### src/psc_consts.svh
`ifndef PSC_CONSTS_SVH
`define PSC_CONSTS_SVH
// ---------------------------------------------
// special register numbers
// ---------------------------------------------
`define PSC_SPR_SAVED 8'h01
`define PSC_SPR_CPS 8'h02
`define PSC_SPR_CFG 8'h03
`define PSC_SPR_UNPROT_LO 8'h80
`define PSC_SPR_VIRT_LO 8'hA0
// ---------------------------------------------
// field widths, positions and reset values
// ---------------------------------------------
`define PSC_CPS_W 16
`define PSC_CFG_W 6
`define PSC_PRL_LSB 24
`define PSC_CPS_RST 16'h0173
`define PSC_CFG_RST 6'h00
`define PSC_VEC_TBL_PAD 6'h00
`define PSC_VEC_BLK_PAD 8'h00
`define PSC_VEC_TBL_LO 2'h0
`endif

### src/psc_pkg.sv
package psc_pkg;
  // current / saved status layout, bit 15 first
  typedef struct packed {
    logic coproc_busy;
    logic masked_irq_seen;
    logic trace_enable;
    logic trace_pending;
    logic trap_unaligned;
    logic freeze_state;
    logic atomic_hold_bit;
    logic rom_fetch_enable;
    logic idle_mode_bit;
    logic physical_data_bit;
    logic physical_fetch_bit;
    logic supervisor_bit;
    logic [1:0] interrupt_priority_mask;
    logic external_irq_block;
    logic all_exception_block;
  } psc_status_t;
  // writable configuration bits 5..0
  typedef struct packed {
    logic narrow_access_enable;
    logic vector_layout_select;
    logic vector_in_rom;
    logic byte_order_bit;
    logic coproc_present;
    logic branch_cache_off;
  } psc_cfg_t;
  // external data access presented for checking
  typedef struct packed {
    logic valid;
    logic is_io;
    logic is_cop;
    logic word;
    logic half;
    logic byte_acc;
    logic physical_address_bit;
    logic user_access_override;
    logic [1:0] addr_lo;
  } psc_acc_t;
endpackage

### src/psc_regs.sv
`timescale 1ns/100ps
`include "psc_consts.svh"
module psc_regs
  import psc_pkg::*;
#(
  parameter logic [7:0] RELEASE_LEVEL = 8'h00, // arbitrary value
  parameter int IRQ_LINES = 4
) (
  // clock and reset
  input wire logic clk,
  input wire logic rst,
  // special register moves
  input wire logic spr_rd,
  input wire logic spr_wr,
  input wire logic [7:0] spr_num,
  input wire logic [31:0] spr_wdata,
  output logic [31:0] spr_rdata,
  output logic prot_trap,
  // pipeline events
  input wire logic instr_done,
  input wire logic exc_take,
  input wire logic exc_return,
  input wire logic branch_exec,
  input wire logic cop_set,
  input wire logic cop_clr,
  input wire logic lock_instr,
  // interrupt pins
  input wire logic [IRQ_LINES-1:0] ext_irq_lines,
  // exception gating
  output logic ext_irq_take,
  output logic trap_allow,
  output logic trace_trap,
  // data access checking
  input wire psc_acc_t acc,
  output logic unaligned_trap,
  output logic cop_np_trap,
  output logic narrow_emul_trap,
  output logic xlate_data,
  output logic acc_user,
  // fetch and mode controls
  output logic fetch_target_type,
  output logic xlate_fetch,
  output logic freeze_hold,
  output logic lock_out,
  output logic idle,
  output logic byte_order_bit,
  output logic branch_cache_off,
  // vector generation
  input wire logic [15:0] vec_base,
  input wire logic [7:0] vec_num,
  output logic [31:0] vec_addr,
  output logic vec_from_rom
);

  // ---------------------------------------------
  // helper functions
  // ---------------------------------------------
  // lines enabled by the priority mask, 0 up to the mask value
  // the count is widened first so mask 3 cannot wrap to zero lines
  function automatic logic [IRQ_LINES-1:0] im_lines(input logic [1:0] im);
    logic [IRQ_LINES:0] m; // one spare bit above the shifted one
    logic [2:0] n; // number of enabled lines
    n = {1'b0, im} + 3'h1;
    m = ({{IRQ_LINES{1'b0}}, 1'b1} << n) - 1'b1;
    return m[IRQ_LINES-1:0];
  endfunction

  // misaligned data address for word or half
  function automatic logic misaligned(input psc_acc_t a);
    if (a.word) begin
      return |a.addr_lo;
    end else if (a.half) begin
      return a.addr_lo[0];
    end
    return 1'b0;
  endfunction

  // status as it reads back, reserved upper half forced to zero
  function automatic logic [31:0] status_word(input psc_status_t s);
    return {{(32-`PSC_CPS_W){1'b0}}, s};
  endfunction

  // status bits taken from a moved word, reserved bits dropped
  function automatic psc_status_t status_from(input logic [31:0] w);
    return psc_status_t'(w[`PSC_CPS_W-1:0]);
  endfunction

  // ---------------------------------------------
  // state
  // ---------------------------------------------
  psc_status_t cps_r, cps_nxt; // current status
  psc_status_t ops_r, ops_nxt; // saved status
  psc_cfg_t cfg_r, cfg_nxt; // configuration
  logic cdoff_r, cdoff_nxt; // effective cache disable
  logic [31:0] rdata_r, rdata_nxt; // read data
  logic [31:0] vaddr_r, vaddr_nxt; // vector address
  logic vrom_r, vrom_nxt; // vector fetch from rom
  // pin synchroniser, three stages
  logic [IRQ_LINES-1:0] irq_s1_r, irq_s2_r, irq_s3_r;
  logic [IRQ_LINES-1:0] irq_s1_nxt, irq_s2_nxt, irq_s3_nxt; // stage inputs
  logic [IRQ_LINES-1:0] irq_q_r, irq_q_nxt; // agreed level

  // ---------------------------------------------
  // decode
  // ---------------------------------------------
  logic acc_req; // any move
  logic prot_num; // numbers below unprotected window
  logic virt_num; // virtual registers, never reachable
  logic wr_ok; // write permitted
  logic rd_ok; // read permitted
  logic any_act; // any line active
  logic blocked; // active but not takeable

  always_comb begin
    // a move is either strobe for one cycle
    acc_req = spr_rd | spr_wr;
    // 0x80 to 0x9F stay open to user code
    prot_num = spr_num < `PSC_SPR_UNPROT_LO;
    virt_num = spr_num >= `PSC_SPR_VIRT_LO;
    // user mode may not touch protected numbers
    prot_trap = acc_req & (virt_num | (prot_num & ~cps_r.supervisor_bit));
    // a refused move neither writes nor disturbs read data
    wr_ok = spr_wr & ~prot_trap;
    rd_ok = spr_rd & ~prot_trap;
    // any line at all, enabled or not
    any_act = |irq_q_r;
    // take an external line only if no block applies
    ext_irq_take = |(irq_q_r & im_lines(cps_r.interrupt_priority_mask))
      & ~cps_r.external_irq_block & ~cps_r.all_exception_block;
    // blocked covers the global, external and mask gates alike
    blocked = any_act & ~ext_irq_take;
  end

  // ---------------------------------------------
  // register next-state
  // ---------------------------------------------
  // software moves first, hardware updates last so they win
  always_comb begin
    cps_nxt = cps_r;
    ops_nxt = ops_r;
    cfg_nxt = cfg_r;
    cdoff_nxt = cdoff_r;
    rdata_nxt = rdata_r;
    irq_q_nxt = irq_q_r;
    // moves complete in a single cycle
    // status and saved status share one layout
    if (wr_ok) begin
      case (spr_num)
        `PSC_SPR_CPS: cps_nxt = status_from(spr_wdata);
        `PSC_SPR_SAVED: ops_nxt = status_from(spr_wdata);
        `PSC_SPR_CFG: cfg_nxt = psc_cfg_t'(spr_wdata[`PSC_CFG_W-1:0]);
        default: ; // other numbers live elsewhere
      endcase
    end
    // interrupt return restores saved status
    // a return in the same cycle as a status move overrides the move
    if (exc_return) begin
      cps_nxt = ops_r;
    end
    // coprocessor activity marker
    // set wins when both strobes meet, so a started transfer is not lost
    if (cop_set) begin
      cps_nxt.coproc_busy = 1'b1;
    end else if (cop_clr) begin
      cps_nxt.coproc_busy = 1'b0;
    end
    // masked interrupt seen
    // limitation: a flag raised by the mask alone stays up until software clears it
    if (blocked) begin
      cps_nxt.masked_irq_seen = 1'b1;
    end else if (~any_act & (cps_r.external_irq_block | cps_r.all_exception_block)) begin
      cps_nxt.masked_irq_seen = 1'b0;
    end
    // single-step emulation
    // the copy uses the enable as it stood before this cycle's move
    if (instr_done) begin
      cps_nxt.trace_pending = cps_r.trace_enable;
    end
    // exception entry: save, freeze, wake
    // entry outranks everything, so the saved copy is the status before entry
    if (exc_take) begin
      ops_nxt = cps_r;
      cps_nxt.freeze_state = 1'b1;
      cps_nxt.idle_mode_bit = 1'b0;
    end
    // cache disable only changes on a branch
    // a change mid-stream would split a fetch run, so it waits for a branch
    if (branch_exec) begin
      cdoff_nxt = cfg_r.branch_cache_off;
    end
    // the lines count once the last two stages agree on every line
    // a line caught changing between stages holds every line at its old agreed level
    if (irq_s2_r == irq_s3_r) begin
      irq_q_nxt = irq_s3_r;
    end
    // registered read-back, reserved bits zero
    // a refused read leaves the previous data standing
    if (rd_ok) begin
      case (spr_num)
        `PSC_SPR_CPS: rdata_nxt = status_word(cps_r);
        `PSC_SPR_SAVED: rdata_nxt = status_word(ops_r);
        `PSC_SPR_CFG: rdata_nxt = {RELEASE_LEVEL,
          {(`PSC_PRL_LSB-`PSC_CFG_W){1'b0}}, cfg_r};
        default: rdata_nxt = '0; // unimplemented here
      endcase
    end
  end

  // ---------------------------------------------
  // vector address generation
  // ---------------------------------------------
  // table entries vs 64-instruction blocks
  // the low zero pad keeps every vector word aligned
  always_comb begin
    if (cfg_r.vector_layout_select) begin
      vaddr_nxt = {vec_base, `PSC_VEC_TBL_PAD, vec_num, `PSC_VEC_TBL_LO};
      vrom_nxt = 1'b0; // table entries are data reads, never rom steered
    end else begin
      vaddr_nxt = {vec_base, vec_num, `PSC_VEC_BLK_PAD};
      vrom_nxt = cfg_r.vector_in_rom;
    end
  end

  // ---------------------------------------------
  // registers
  // ---------------------------------------------
  // reset leaves supervisor mode with every interrupt held off
  always_ff @(posedge clk or posedge rst) begin
    if (rst) begin
      cps_r <= psc_status_t'(`PSC_CPS_RST);
      ops_r <= psc_status_t'(`PSC_CPS_RST);
      cfg_r <= psc_cfg_t'(`PSC_CFG_RST);
      cdoff_r <= 1'b0;
      rdata_r <= '0;
      vaddr_r <= '0;
      vrom_r <= 1'b0;
      irq_q_r <= '0;
    end else begin
      cps_r <= cps_nxt;
      ops_r <= ops_nxt;
      cfg_r <= cfg_nxt;
      cdoff_r <= cdoff_nxt;
      rdata_r <= rdata_nxt;
      vaddr_r <= vaddr_nxt;
      vrom_r <= vrom_nxt;
      irq_q_r <= irq_q_nxt;
    end
  end

  // ---------------------------------------------
  // interrupt pin synchroniser
  // ---------------------------------------------
  // first stage feeds only the second
  always_comb begin
    irq_s1_nxt = ext_irq_lines; // raw pins, may go metastable
    irq_s2_nxt = irq_s1_r; // sole reader of the first stage
    irq_s3_nxt = irq_s2_r;
  end

  // stages only register their inputs
  always_ff @(posedge clk or posedge rst) begin
    if (rst) begin
      irq_s1_r <= '0;
      irq_s2_r <= '0;
      irq_s3_r <= '0;
    end else begin
      irq_s1_r <= irq_s1_nxt;
      irq_s2_r <= irq_s2_nxt;
      irq_s3_r <= irq_s3_nxt;
    end
  end

  // ---------------------------------------------
  // access checks
  // ---------------------------------------------
  // io, coprocessor and fetches never alignment checked
  // all checks are combinational so a trap lands in the access cycle
  always_comb begin
    unaligned_trap = acc.valid & cps_r.trap_unaligned
      & ~acc.is_io & ~acc.is_cop & misaligned(acc);
    cop_np_trap = acc.valid & acc.is_cop & ~cfg_r.coproc_present;
    // narrow accesses emulated in software when disabled
    narrow_emul_trap = acc.valid & ~acc.is_cop & (acc.half | acc.byte_acc)
      & ~cfg_r.narrow_access_enable;
    xlate_data = acc.valid & ~cps_r.physical_data_bit
      & ~acc.physical_address_bit;
    // override makes mmu and channel treat it as user
    acc_user = ~cps_r.supervisor_bit | acc.user_access_override;
  end

  // ---------------------------------------------
  // outputs
  // ---------------------------------------------
  assign spr_rdata = rdata_r;
  assign vec_addr = vaddr_r;
  assign vec_from_rom = vrom_r;
  assign trap_allow = ~cps_r.all_exception_block;
  // trace is held off only by the global block
  assign trace_trap = cps_r.trace_pending & ~cps_r.all_exception_block;
  assign freeze_hold = cps_r.freeze_state;
  // a plain or, so a lock instruction is never held back a cycle
  assign lock_out = cps_r.atomic_hold_bit | lock_instr;
  assign fetch_target_type = cps_r.rom_fetch_enable;
  assign xlate_fetch = ~cps_r.physical_fetch_bit;
  assign idle = cps_r.idle_mode_bit;
  assign byte_order_bit = cfg_r.byte_order_bit;
  assign branch_cache_off = cdoff_r;

endmodule // psc_regs

### config.mk
export PLATFORM = sky130hd
export DESIGN_NAME = psc_regs
export DESIGN_NICKNAME = d
export VERILOG_FILES = /design/src/psc_pkg.sv /design/src/psc_regs.sv
export VERILOG_INCLUDE_DIRS = /design/src
export SDC_FILE = /design/constraint.sdc
export NUM_CORES = 1
export LEC_CHECK = 0
export BUFFER_PORTS_ARGS = -buffer_cell sky130_fd_sc_hd__clkbuf_2
export CAP_MARGIN = 20
export CORE_ASPECT_RATIO = 0.7
export CORE_MARGIN = 3
export CORE_UTILIZATION = 40
export DETAILED_ROUTE_END_ITERATION = 12
export PLACE_DENSITY = 0.68
export SLEW_MARGIN = 40
export SYNTH_ARGS = -nofsm -noshare
export SYNTH_HDL_FRONTEND = slang
export SYNTH_SLANG_ARGS = --single-unit
### constraint.sdc
create_clock -name clk -period 8.8 [get_ports clk]
set_input_delay 0.44 -clock clk [delete_from_list [all_inputs] [get_ports clk]]
set_output_delay 0.44 -clock clk [all_outputs]
set_load 0.01 [all_outputs]
==> run metrics, run 1 <==
count of cell types in the netlist between 40 and 50; Max Fclk 468.4 MHz; synth warn 0; setup bufs post-CTS 0; post-synth top area share 51.56%; via count between 3000 and 4000; Leakage around 2.7 nW; die footprint between 10000 and 15000 sq um; status completed; core area around 11000 sq um; CP Capture Type register; vias in the first global route 3403; most area-hungry cell type in the Yosys netlist dfrtp_1; VDD IR max approximately 0.12 mV; fillers 930; synthesized flop and latch total 102; post-synthesis cell count roughly 370; Overflow after GRT 0; Avg Synthesized Cell Area ~12 sq um; Final Hold Vio Count 0; mapped cell area 4368 sq um; Final ANT Viol Nets 0; post-route design area ~5400 sq um; post-detail-place hpwl around 7400 um; antenna violations before repair 0; fin crit share around 24%; Slew headroom a little under three fifths; R2R Setup Slk around 6.7 ns; clock share of power a little under 40%; CP max FO 11; switching power about 0.24 mW; commonest non-fill, non-tap cell in the layout clkbuf_2; CTS clk-pin slew, worst paths 0.07 ns; clk_lat worst skew between 0.3 and 0.4 ns; std cell rows 31; CTS Buffer Depth 2; WL/cell around 16 um; n_diodes 0; register area share after synthesis 58.78%; Root Buffer Master clkbuf_16; Post-Place Cell Area about 5100 sq um; nets between 500 and 600; crit path kind reg2reg; worst clock skew about 0.0079 ns; MaxCap Viol Count 0; Placed Cells ~640; WP data arrival 2.39 ns; M1 wire length between 4000 and 5000 um; Data required, critical path between 9 and 10 ns; hold crit path type in2async; highest metal used met4; Layout area overhead 22.49%; max-slew violation count 0; Overall Global Routing Usage roughly 18%; gp weighted congestion 0.7166; Reg power frac between 50% and 60%; share of cells above drive strength 1 between 30% and 40%; first-pass GRT wire length ~17000 um; # H-tree levels 3; Setup TNS 0 ns; Synth area leaders dfrtp_1, dfstp_2, mux2i_1, mux2_2, nand2_1; Slew @ Worst Pin ~0.67 ns; hold slack between 0.06 and 0.07 ns; CTS Hold Buffers Added 0; Critical Path Start Type register; min Tclk post-route 2.135 ns; Combinational Power Share under 10%; Routed WL 10380 um; Via density approximately 5; Starting Density between 40% and 50%; met3 WL about 920 um; DRT Pass-1 Iters 6; pin count of the biggest net entering global routing 74; Switching Share 25.20%; met2 WL a little under 5000 um; clock sink total between 100 and 150; CTS-repair resized insts 0; die width 130.9 um; TritonCTS Buffers 9; commonest cells after routing, fill and taps aside clkbuf_2, dfrtp_1, nand2_1; First DRT Iteration DRCs a little over 200; Cell Int Power 0.7249 mW; DRC 0; RSZ-0062 raised after global routing no; port buffer count 135; pwr/cell area 181.1 nW/um^2; die height 93.43 um; I/O pin count 170; Final Setup Violations 0; CTS tree done; Finished Layout Cells between 600 and 700
## synthesized netlist by cell type
| cell | number |
|---|---|
| nor4_1 | 3 |
| clkbuf_8 | 1 |
| xnor2_1 | 4 |
| conb_1 | 1 |
| clkdlybuf4s15_1 | 1 |
| buf_4 | 19 |
| inv_1 | 6 |
| a31oi_1 | 1 |
| buf_6 | 4 |
| nor2_4 | 1 |
| dfrtp_1 | 90 |
| nand3_1 | 1 |
| a22oi_1 | 16 |
| mux2i_1 | 29 |
| dfstp_2 | 12 |
| nand2_1 | 48 |
| o32ai_1 | 1 |
| and2_1 | 6 |
| o21ai_0 | 30 |
| a211oi_1 | 4 |
| and2b_2 | 1 |
| clkbuf_1 | 11 |
| o21ai_1 | 2 |
| buf_2 | 2 |
| and2_2 | 1 |
| nor3b_1 | 2 |
| nor2_1 | 7 |
| or2_2 | 2 |
| a21o_1 | 1 |
| nand4_4 | 1 |
| nand2b_1 | 1 |
| nor4bb_1 | 1 |
| o21a_1 | 1 |
| nor4_4 | 1 |
| mux2_2 | 17 |
| nor4b_1 | 1 |
| o31ai_1 | 16 |
| nor3_1 | 6 |
| a21oi_1 | 6 |
| o221ai_1 | 1 |
| nand4_1 | 2 |
| nor2b_1 | 10 |
## sequential cells by signal (all words and copies together) (netlist names)
register and count:
vec_from_rom 1, ops_r 16, byte_order_bit 1, spr_rdata 16, idle 1, irq_s3_r 4
irq_s1_r 4, freeze_hold 1, fetch_target_type 1, branch_cache_off 1, vec_addr 30, cps_r 13
cfg_r 5, irq_s2_r 4, irq_q_r 4
## final cells by class
| cell class | instances | area [sq um] | area share, % |
|---|---|---|---|
| sequential | 102 | 2567 | 47.99 |
| multi-input combinational | 242 | 1583 | 29.58 |
| timing repair buffer | 139 | 709.4 | 13.26 |
| clock buffer | 10 | 229.0 | 4.280 |
| tap | 148 | 185.2 | 3.461 |
| clock inverter | 6 | 51.30 | 0.9588 |
| inverter | 6 | 25.02 | 0.4677 |
## cell families after synthesis
kind of cell / Yosys count / share of synthesized area (%)
flip-flops: 102 / 58.78
AND/OR/NAND/NOR: 95 / 11.34
multiplexers: 46 / 11.03
AO/OA/AOI/OAI: 79 / 11.43
XOR/XNOR: 4 / 0.8020
other: 1 / 0.08585
buffers and inverters: 44 / 6.531
## stage by stage
step           utilization [%]  worst slack, ns  power [mW]
3_5_place_dp             48.23            6.314      0.6050
5_1_grt                  50.90            6.557       1.016
3_3_place_gp             48.20            6.296      0.6003
4_1_cts                  50.90            6.650      0.9844
2_1_floorplan                -            5.704      0.5674
6_report                 50.90            6.665      0.9691
## worst max-delay path, stage by stage (launching register included)
cell and delay (ns):
dfstp_2 0.60, and2_2 0.23, nand4_1 0.44, buf_4 0.40, mux2i_1 0.14, a211oi_1 0.23
## final timing paths
path | start | end | cells past startpoint
min in group clk | vec_base[11] | vec_addr[27] | 1
setup reg to reg | cps_r[4] | idle | 5
hold reg to reg | irq_s1_r[1] | irq_s2_r[1] | 0
max in group asynchronous | rst | cfg_r[5] | 3
setup / recovery | cps_r[4] | idle | 5
hold / removal | rst | vec_addr[26] | 2
## power groups by stage
| stage | registers, mW | clock network [mW] | logic (mW) |
|---|---|---|---|
| floorplan | 0.513 | 0 | 0.0549 |
| global route | 0.507 | 0.407 | 0.102 |
| global placement | 0.511 | 0 | 0.0888 |
| CTS | 0.504 | 0.388 | 0.0921 |
| finish | 0.504 | 0.375 | 0.0905 |
| detailed placement | 0.513 | 0 | 0.0918 |
## routing by layer
layer | vias up | global-route usage [%]
met5 | - | 0
met4 | 0 | 6.849
met3 | 14 | 7.135
li1 | 1525 | -
met1 | 1589 | 21.56
met2 | 123 | 27.72
Power figures use the tool's default switching activity.
==> run 2, diff against run 1 <==
--- a/config.mk
+++ b/config.mk
@@ -6,13 +6,14 @@
 export SDC_FILE = /design/constraint.sdc
 export NUM_CORES = 1
 export LEC_CHECK = 0
+export ABC_AREA = 1
 export BUFFER_PORTS_ARGS = -buffer_cell sky130_fd_sc_hd__clkbuf_2
 export CAP_MARGIN = 20
 export CORE_ASPECT_RATIO = 0.7
 export CORE_MARGIN = 3
 export CORE_UTILIZATION = 40
 export DETAILED_ROUTE_END_ITERATION = 12
-export PLACE_DENSITY = 0.68
+export PLACE_DENSITY = 0.66
 export SLEW_MARGIN = 40
 export SYNTH_ARGS = -nofsm -noshare
 export SYNTH_HDL_FRONTEND = slang
==> constraint.sdc (replaced) <==
create_clock -name clk -period 2.2 [get_ports clk]
set_input_delay 0.11 -clock clk [delete_from_list [all_inputs] [get_ports clk]]
set_output_delay 0.11 -clock clk [all_outputs]
set_load 0.01 [all_outputs]
==> run metrics, run 2 <==
Overall Global Routing Usage 18.35% (was 17.57%); max-slew violation count 0 (unchanged); mapped cell area 4800 sq um (was 4368 sq um); asr flop ratio synth 100.0% (unchanged); CP max-delay cell dfstp_2 (unchanged); CTS Buffer Depth 2 (unchanged); post-detail-place hpwl 8620 um (was 7363 um); nets 763 (was 589); die footprint 13370 sq um (was 12230 sq um); WP data arrival 1.90 ns (was 2.39 ns); CP bufs+invs 0 (was 1); Via density 4.727 (was 4.979); total power 4.751 mW (was 0.9691 mW); cell with the most instances after synthesis nand2_1 (was dfrtp_1); First DRT Iteration DRCs 264 (was 206); gp weighted congestion 0.8260 (was 0.7166); pwr/cell area 768.5 nW/um^2 (was 181.1 nW/um^2); most area-hungry cell type in the Yosys netlist dfrtp_1 (unchanged); setup bufs post-CTS 0 (unchanged); CTS-repair resized insts 0 (unchanged); RSZ-0062 raised after global routing no (unchanged); port buffer count 135 (unchanged); core area 11370 sq um (was 10510 sq um); Avg Synthesized Cell Area 9.467 sq um (was 11.77 sq um); VDD IR max 0.4082 mV (was 0.1239 mV); Largest register FFs 30 (unchanged); Max Fclk 595.0 MHz (was 468.4 MHz); synth warn 0 (unchanged); Final Setup Violations 0 (unchanged); Synth area leaders dfrtp_1, nand2_1, dfstp_2, o21ai_2, inv_1 (was dfrtp_1, dfstp_2, mux2i_1, mux2_2, nand2_1); via count 3933 (was 3251); CTS Hold Buffers Added 30 (was 0); post-route design area 6182 sq um (was 5350 sq um); Setup TNS 0 ns (unchanged); clk_lat worst skew 0.35 ns (was 0.34 ns); FF-to-FF path depth 7 (was 5); Routed WL 11640 um (was 10380 um); hold path depth 3; Root Buffer Master clkbuf_16 (unchanged); CP Capture Type register (unchanged); TritonCTS Buffers 9 (unchanged); CTS tree done (unchanged); Final Hold Vio Count 0 (unchanged); die height 97.65 um (was 93.43 um); pre-CTS setup slack 0.5459 ns (was 6.314 ns); Finished Layout Cells 832 (was 653); Post-Place Cell Area 5538 sq um (was 5070 sq um); CP max FO 32 (was 11); hold crit path type in2reg (was in2async); I/O pin count 170 (unchanged); status completed (unchanged); Final ANT Viol Nets 0 (unchanged); Leakage 3.293 nW (was 2.709 nW); count of cell types in the netlist 34 (was 42); crit path kind reg2reg (unchanged); synthesized flop and latch total 102 (unchanged); n_diodes 0 (unchanged); commonest cells after routing, fill and taps aside clkbuf_2, nand2_1, dfrtp_1 (was clkbuf_2, dfrtp_1, nand2_1); CP peak stage delay 0.60 ns (about the same); register area share after synthesis 53.49% (was 58.78%); post-synthesis cell count 507 (was 371); Starting Density 42.21% (was 41.55%); WL/cell 13.99 um (was 15.89 um); PnR worst setup slack 0.5193 ns (was 6.665 ns); DRC 0 (unchanged); first-pass GRT wire length 19440 um (was 16600 um); worst path cell trace nand2_1, nand3_2, nand2_4, nand2_2, nand2_4, nand2_1, o21ai_2 (was and2_2, nand4_1, buf_4, mux2i_1, a211oi_1); fin util 54.37% (was 50.90%); Data required, critical path 2.42 ns (was 9.05 ns); critical path's top delay family simple AND/OR/NAND/NOR gates (unchanged); post-synth top area share 46.92% (was 51.56%); min Tclk post-route 1.681 ns (was 2.135 ns); commonest non-fill, non-tap cell in the layout clkbuf_2 (unchanged); vias in the first global route 3979 (was 3403); die width 136.9 um (was 130.9 um); worst clock skew 0.005692 ns (was 0.007945 ns); EDFF count, synth 0 (unchanged); std cell rows 32 (was 31); pin count of the biggest net entering global routing 44 (was 74); share of cells above drive strength 1 36.82% (was 38.02%); Commonest cells post-synth nand2_1, dfrtp_1, inv_1, o21ai_0, o21ai_2 (was dfrtp_1, nand2_1, o21ai_0, mux2i_1, buf_4); antenna violations before repair 0 (unchanged); DRT Pass-1 Iters 5 (was 6); Critical Path Start Type register (unchanged); clock sink total 102 (unchanged); hold slack 0.008997 ns (was 0.06956 ns); Overflow after GRT 0 (unchanged); CP Depth 7 (was 5); CTS clk-pin slew, worst paths 0.07 ns (about the same); Placed Cells 785 (was 637); # H-tree levels 3 (unchanged); dominant synthesized flop cell dfrtp_1 (unchanged); Layout area overhead 28.81% (was 22.49%); MaxCap Viol Count 0 (unchanged); fin crit share 76.40% (was 24.26%)
[run 2: area by class of cell]
class / instances / area (sq um)
Clock buffer: 11 / 252.7
Clock inverter: 5 / 63.81
Fill cell: 1024 / 5189
Inverter: 59 / 225.2
Multi-Input combinational cell: 328 / 1805
Sequential cell: 102 / 2567
Tap cell: 153 / 191.4
Timing Repair Buffer: 174 / 1076
[run 2: report_power, final]
group          internal [mW]  switching, mW  leakage [nW]
Combinational          0.347          0.501          1.91
Sequential              2.09          0.142          1.23
Clock                  0.954          0.714         0.153
Total                   3.39           1.36          3.29
[run 2: logic make-up (layout without fill, tap and decap cells)]
group / count (synthesis) / count (layout) / synth area share [%]
AND/OR/NAND/NOR: 210 / 210 / 20.46
flip-flops: 102 / 102 / 53.49
buffers and inverters: 94 / 249 / 10.22
AO/OA/AOI/OAI: 84 / 84 / 12.51
multiplexers: 12 / 12 / 2.503
XOR/XNOR: 4 / 4 / 0.7299
other: 1 / 18 / 0.07813
[run 2: worst register-to-register path, cell delays in order, from the launching register on]
cell	delay, ns
dfstp_2	0.60
nand2_1	0.09
nand3_2	0.12
nand2_4	0.13
nand2_2	0.11
nand2_4	0.27
nand2_1	0.18
o21ai_2	0.07
[run 2: final timing paths]
kind | from | endpoint | slack (ns)
min in group asynchronous | rst | irq_s3_r[0] | 0.31
max reg2reg | cps_r[4] | ops_r[3] | 0.52
min | spr_wdata[1] | cfg_r[1] | 0.009
min reg2reg | irq_s1_r[1] | irq_s2_r[1] | 0.35
max in group asynchronous | rst | fetch_target_type | 1.15
max | cps_r[4] | ops_r[3] | 0.52
[run 2: routing by layer]
metal / share of wire [%] / global-route usage [%]
met5: 0 / 0
met4: 1.2 / 5.138
met3: 6.6 / 4.865
met2: 48 / 29.27
met1: 44 / 24.61
==> run 3, diff against run 2 <==
==> constraint.sdc (replaced) <==
create_clock -name clk -period 1.7 [get_ports clk]
set_input_delay 0.085 -clock clk [delete_from_list [all_inputs] [get_ports clk]]
set_output_delay 0.085 -clock clk [all_outputs]
set_load 0.01 [all_outputs]
==> run metrics, run 3 (synthesis gave the netlist of run 2 again) <==
status completed (unchanged); Overflow after GRT 0 (unchanged); Final Hold Vio Count 0 (unchanged); commonest non-fill, non-tap cell in the layout clkbuf_2 (unchanged); pwr/cell area 961.9 nW/um^2 (was 768.5 nW/um^2); I/O pin count 170 (unchanged); post-detail-place hpwl 8455 um (was 8620 um); Setup TNS 0 ns (unchanged); # H-tree levels 3 (unchanged); fillers 1060 (was 1024); Storage cell area 2567 sq um (unchanged); VDD IR max 0.5334 mV (was 0.4082 mV); crit path kind reg2reg (unchanged); worst path cell trace nand2_1, nand3_2, nand2_4, nand2_2, nand2_8, nand2_1, o21ai_2 (was nand2_1, nand3_2, nand2_4, nand2_2, nand2_4, nand2_1, o21ai_2); Largest register FFs 30 (unchanged); n_diodes 0 (unchanged); max-slew violation count 0 (unchanged); DRC 0 (unchanged); Via density 4.563 (was 4.727); commonest cells after routing, fill and taps aside clkbuf_2, nand2_1, dfrtp_1 (unchanged); MaxCap Viol Count 0 (unchanged); die height 97.65 um (unchanged); PnR worst setup slack 0.1525 ns (was 0.5193 ns); fin util 54.71% (was 54.37%); Final ANT Viol Nets 0 (unchanged); CP dominant cell by count nand2_1; RSZ-0062 raised after global routing no (unchanged); TritonCTS Buffers 9 (unchanged); Layout area overhead 29.61% (was 28.81%); Routed WL 11410 um (was 11640 um); hold crit path type in2reg (unchanged); CP peak stage delay 0.58 ns (was 0.60 ns); Slew headroom ~62%; Root Buffer Master clkbuf_16 (unchanged); post-route design area 6221 sq um (was 6182 sq um); antenna violations before repair 0 (unchanged); via count 3828 (was 3933); die footprint 13370 sq um (unchanged); WL/cell 13.60 um (was 13.99 um); CP Capture Type register (unchanged); CTS tree done (unchanged); core area 11370 sq um (unchanged); Critical Path Start Type register (unchanged); gp weighted congestion 0.8488 (was 0.8260); CTS Buffer Depth 2 (unchanged); port buffer count 135 (unchanged); Max Fclk 646.2 MHz (was 595.0 MHz); Data required, critical path 1.93 ns (was 2.42 ns); pin count of the biggest net entering global routing 58 (was 44); fin crit share 91.03% (was 76.40%); CP max FO 32 (unchanged); CTS clk-pin slew, worst paths 0.07 ns (about the same); DRT Pass-1 Iters 4 (was 5); die width 136.9 um (unchanged); setup bufs post-CTS 0 (unchanged); Post-Place Cell Area 5560 sq um (was 5538 sq um); min Tclk post-route 1.548 ns (was 1.681 ns); critical path's top delay family simple AND/OR/NAND/NOR gates (unchanged); footprint of the multi-input gates 1823 sq um (was 1805 sq um); clock sink total 102 (unchanged); Final Setup Violations 0 (unchanged); worst clock skew 0.006961 ns (was 0.005692 ns); Leakage 3.306 nW (was 3.293 nW); CP max-delay cell dfstp_2 (unchanged); WP data arrival 1.77 ns (was 1.90 ns); clk_lat worst skew 0.34 ns (was 0.35 ns); Finished Layout Cells 839 (was 832); Starting Density 42.21% (unchanged); pre-CTS setup slack 0.05134 ns (was 0.5459 ns); First DRT Iteration DRCs 201 (was 264); CP bufs+invs 0 (unchanged); std cell rows 32 (unchanged); Slew @ Worst Pin ~0.57 ns; share of cells above drive strength 1 36.73% (was 36.82%); vias in the first global route 3828 (was 3979); nets 770 (was 763); Overall Global Routing Usage 17.76% (was 18.35%); first-pass GRT wire length 18640 um (was 19440 um); Placed Cells 788 (was 785)
run 3: report_power, final:
part           leakage [nW]  internal [mW]  switching [mW]
logic                  1.93          0.455           0.653
registers              1.23           2.71           0.176
clock network         0.145           1.03           0.964
run 3: what timing repair did:
item / in CTS / in global routing
endpoints found under the hold margin: 130 / 0
endpoints found under the setup margin: 0 / 15
hold buffers: 35 / 0
gates resized for setup: 0 / 2
run 3: area by class of cell:
type	count	share of cell area [%]
Sequential cell	102	41.27
Timing Repair Buffer	181	18.02
Tap cell	153	3.077
Inverter	59	3.620
Clock buffer	9	3.620
Clock inverter	7	1.086
Multi-Input combinational cell	328	29.30
run 3: path summary, 6_finish.rpt:
| kind | from | end | slack [ns] | cells after the start |
|---|---|---|---|---|
| worst max-delay path | cps_r[4] | ops_r[3] | 0.15 | 7 |
| worst min-delay path | spr_wdata[0] | cfg_r[0] | 0.01 | 3 |
| worst max register to register | cps_r[4] | ops_r[3] | 0.15 | 7 |
| worst min register to register | irq_s1_r[0] | irq_s2_r[0] | 0.35 | 0 |
| max in group asynchronous | rst | spr_rdata[15] | 0.82 | 4 |
| min in group asynchronous | rst | vec_addr[19] | 0.36 | 4 |
run 3: worst min-delay path, cell delays in order:
cell,delay [ns]
clkbuf_2,0.11
nand2_1,0.07
o21ai_1,0.06
run 3: stage by stage:
stage	hold slack, ns	power, mW
finish	0.01043	5.984
detailed placement	0.1858	3.976
CTS	0.003377	6.055
global route	0.01112	6.341
floorplan	0.1164	3.649
global placement	0.1807	3.931
run 3: layer usage:
layer | global-route usage (%) | share of wire, %
met3 | 4.296 | 7.0
met4 | 3.988 | 0.56
met5 | 0 | 0
met2 | 28.06 | 47
met1 | 24.72 | 45
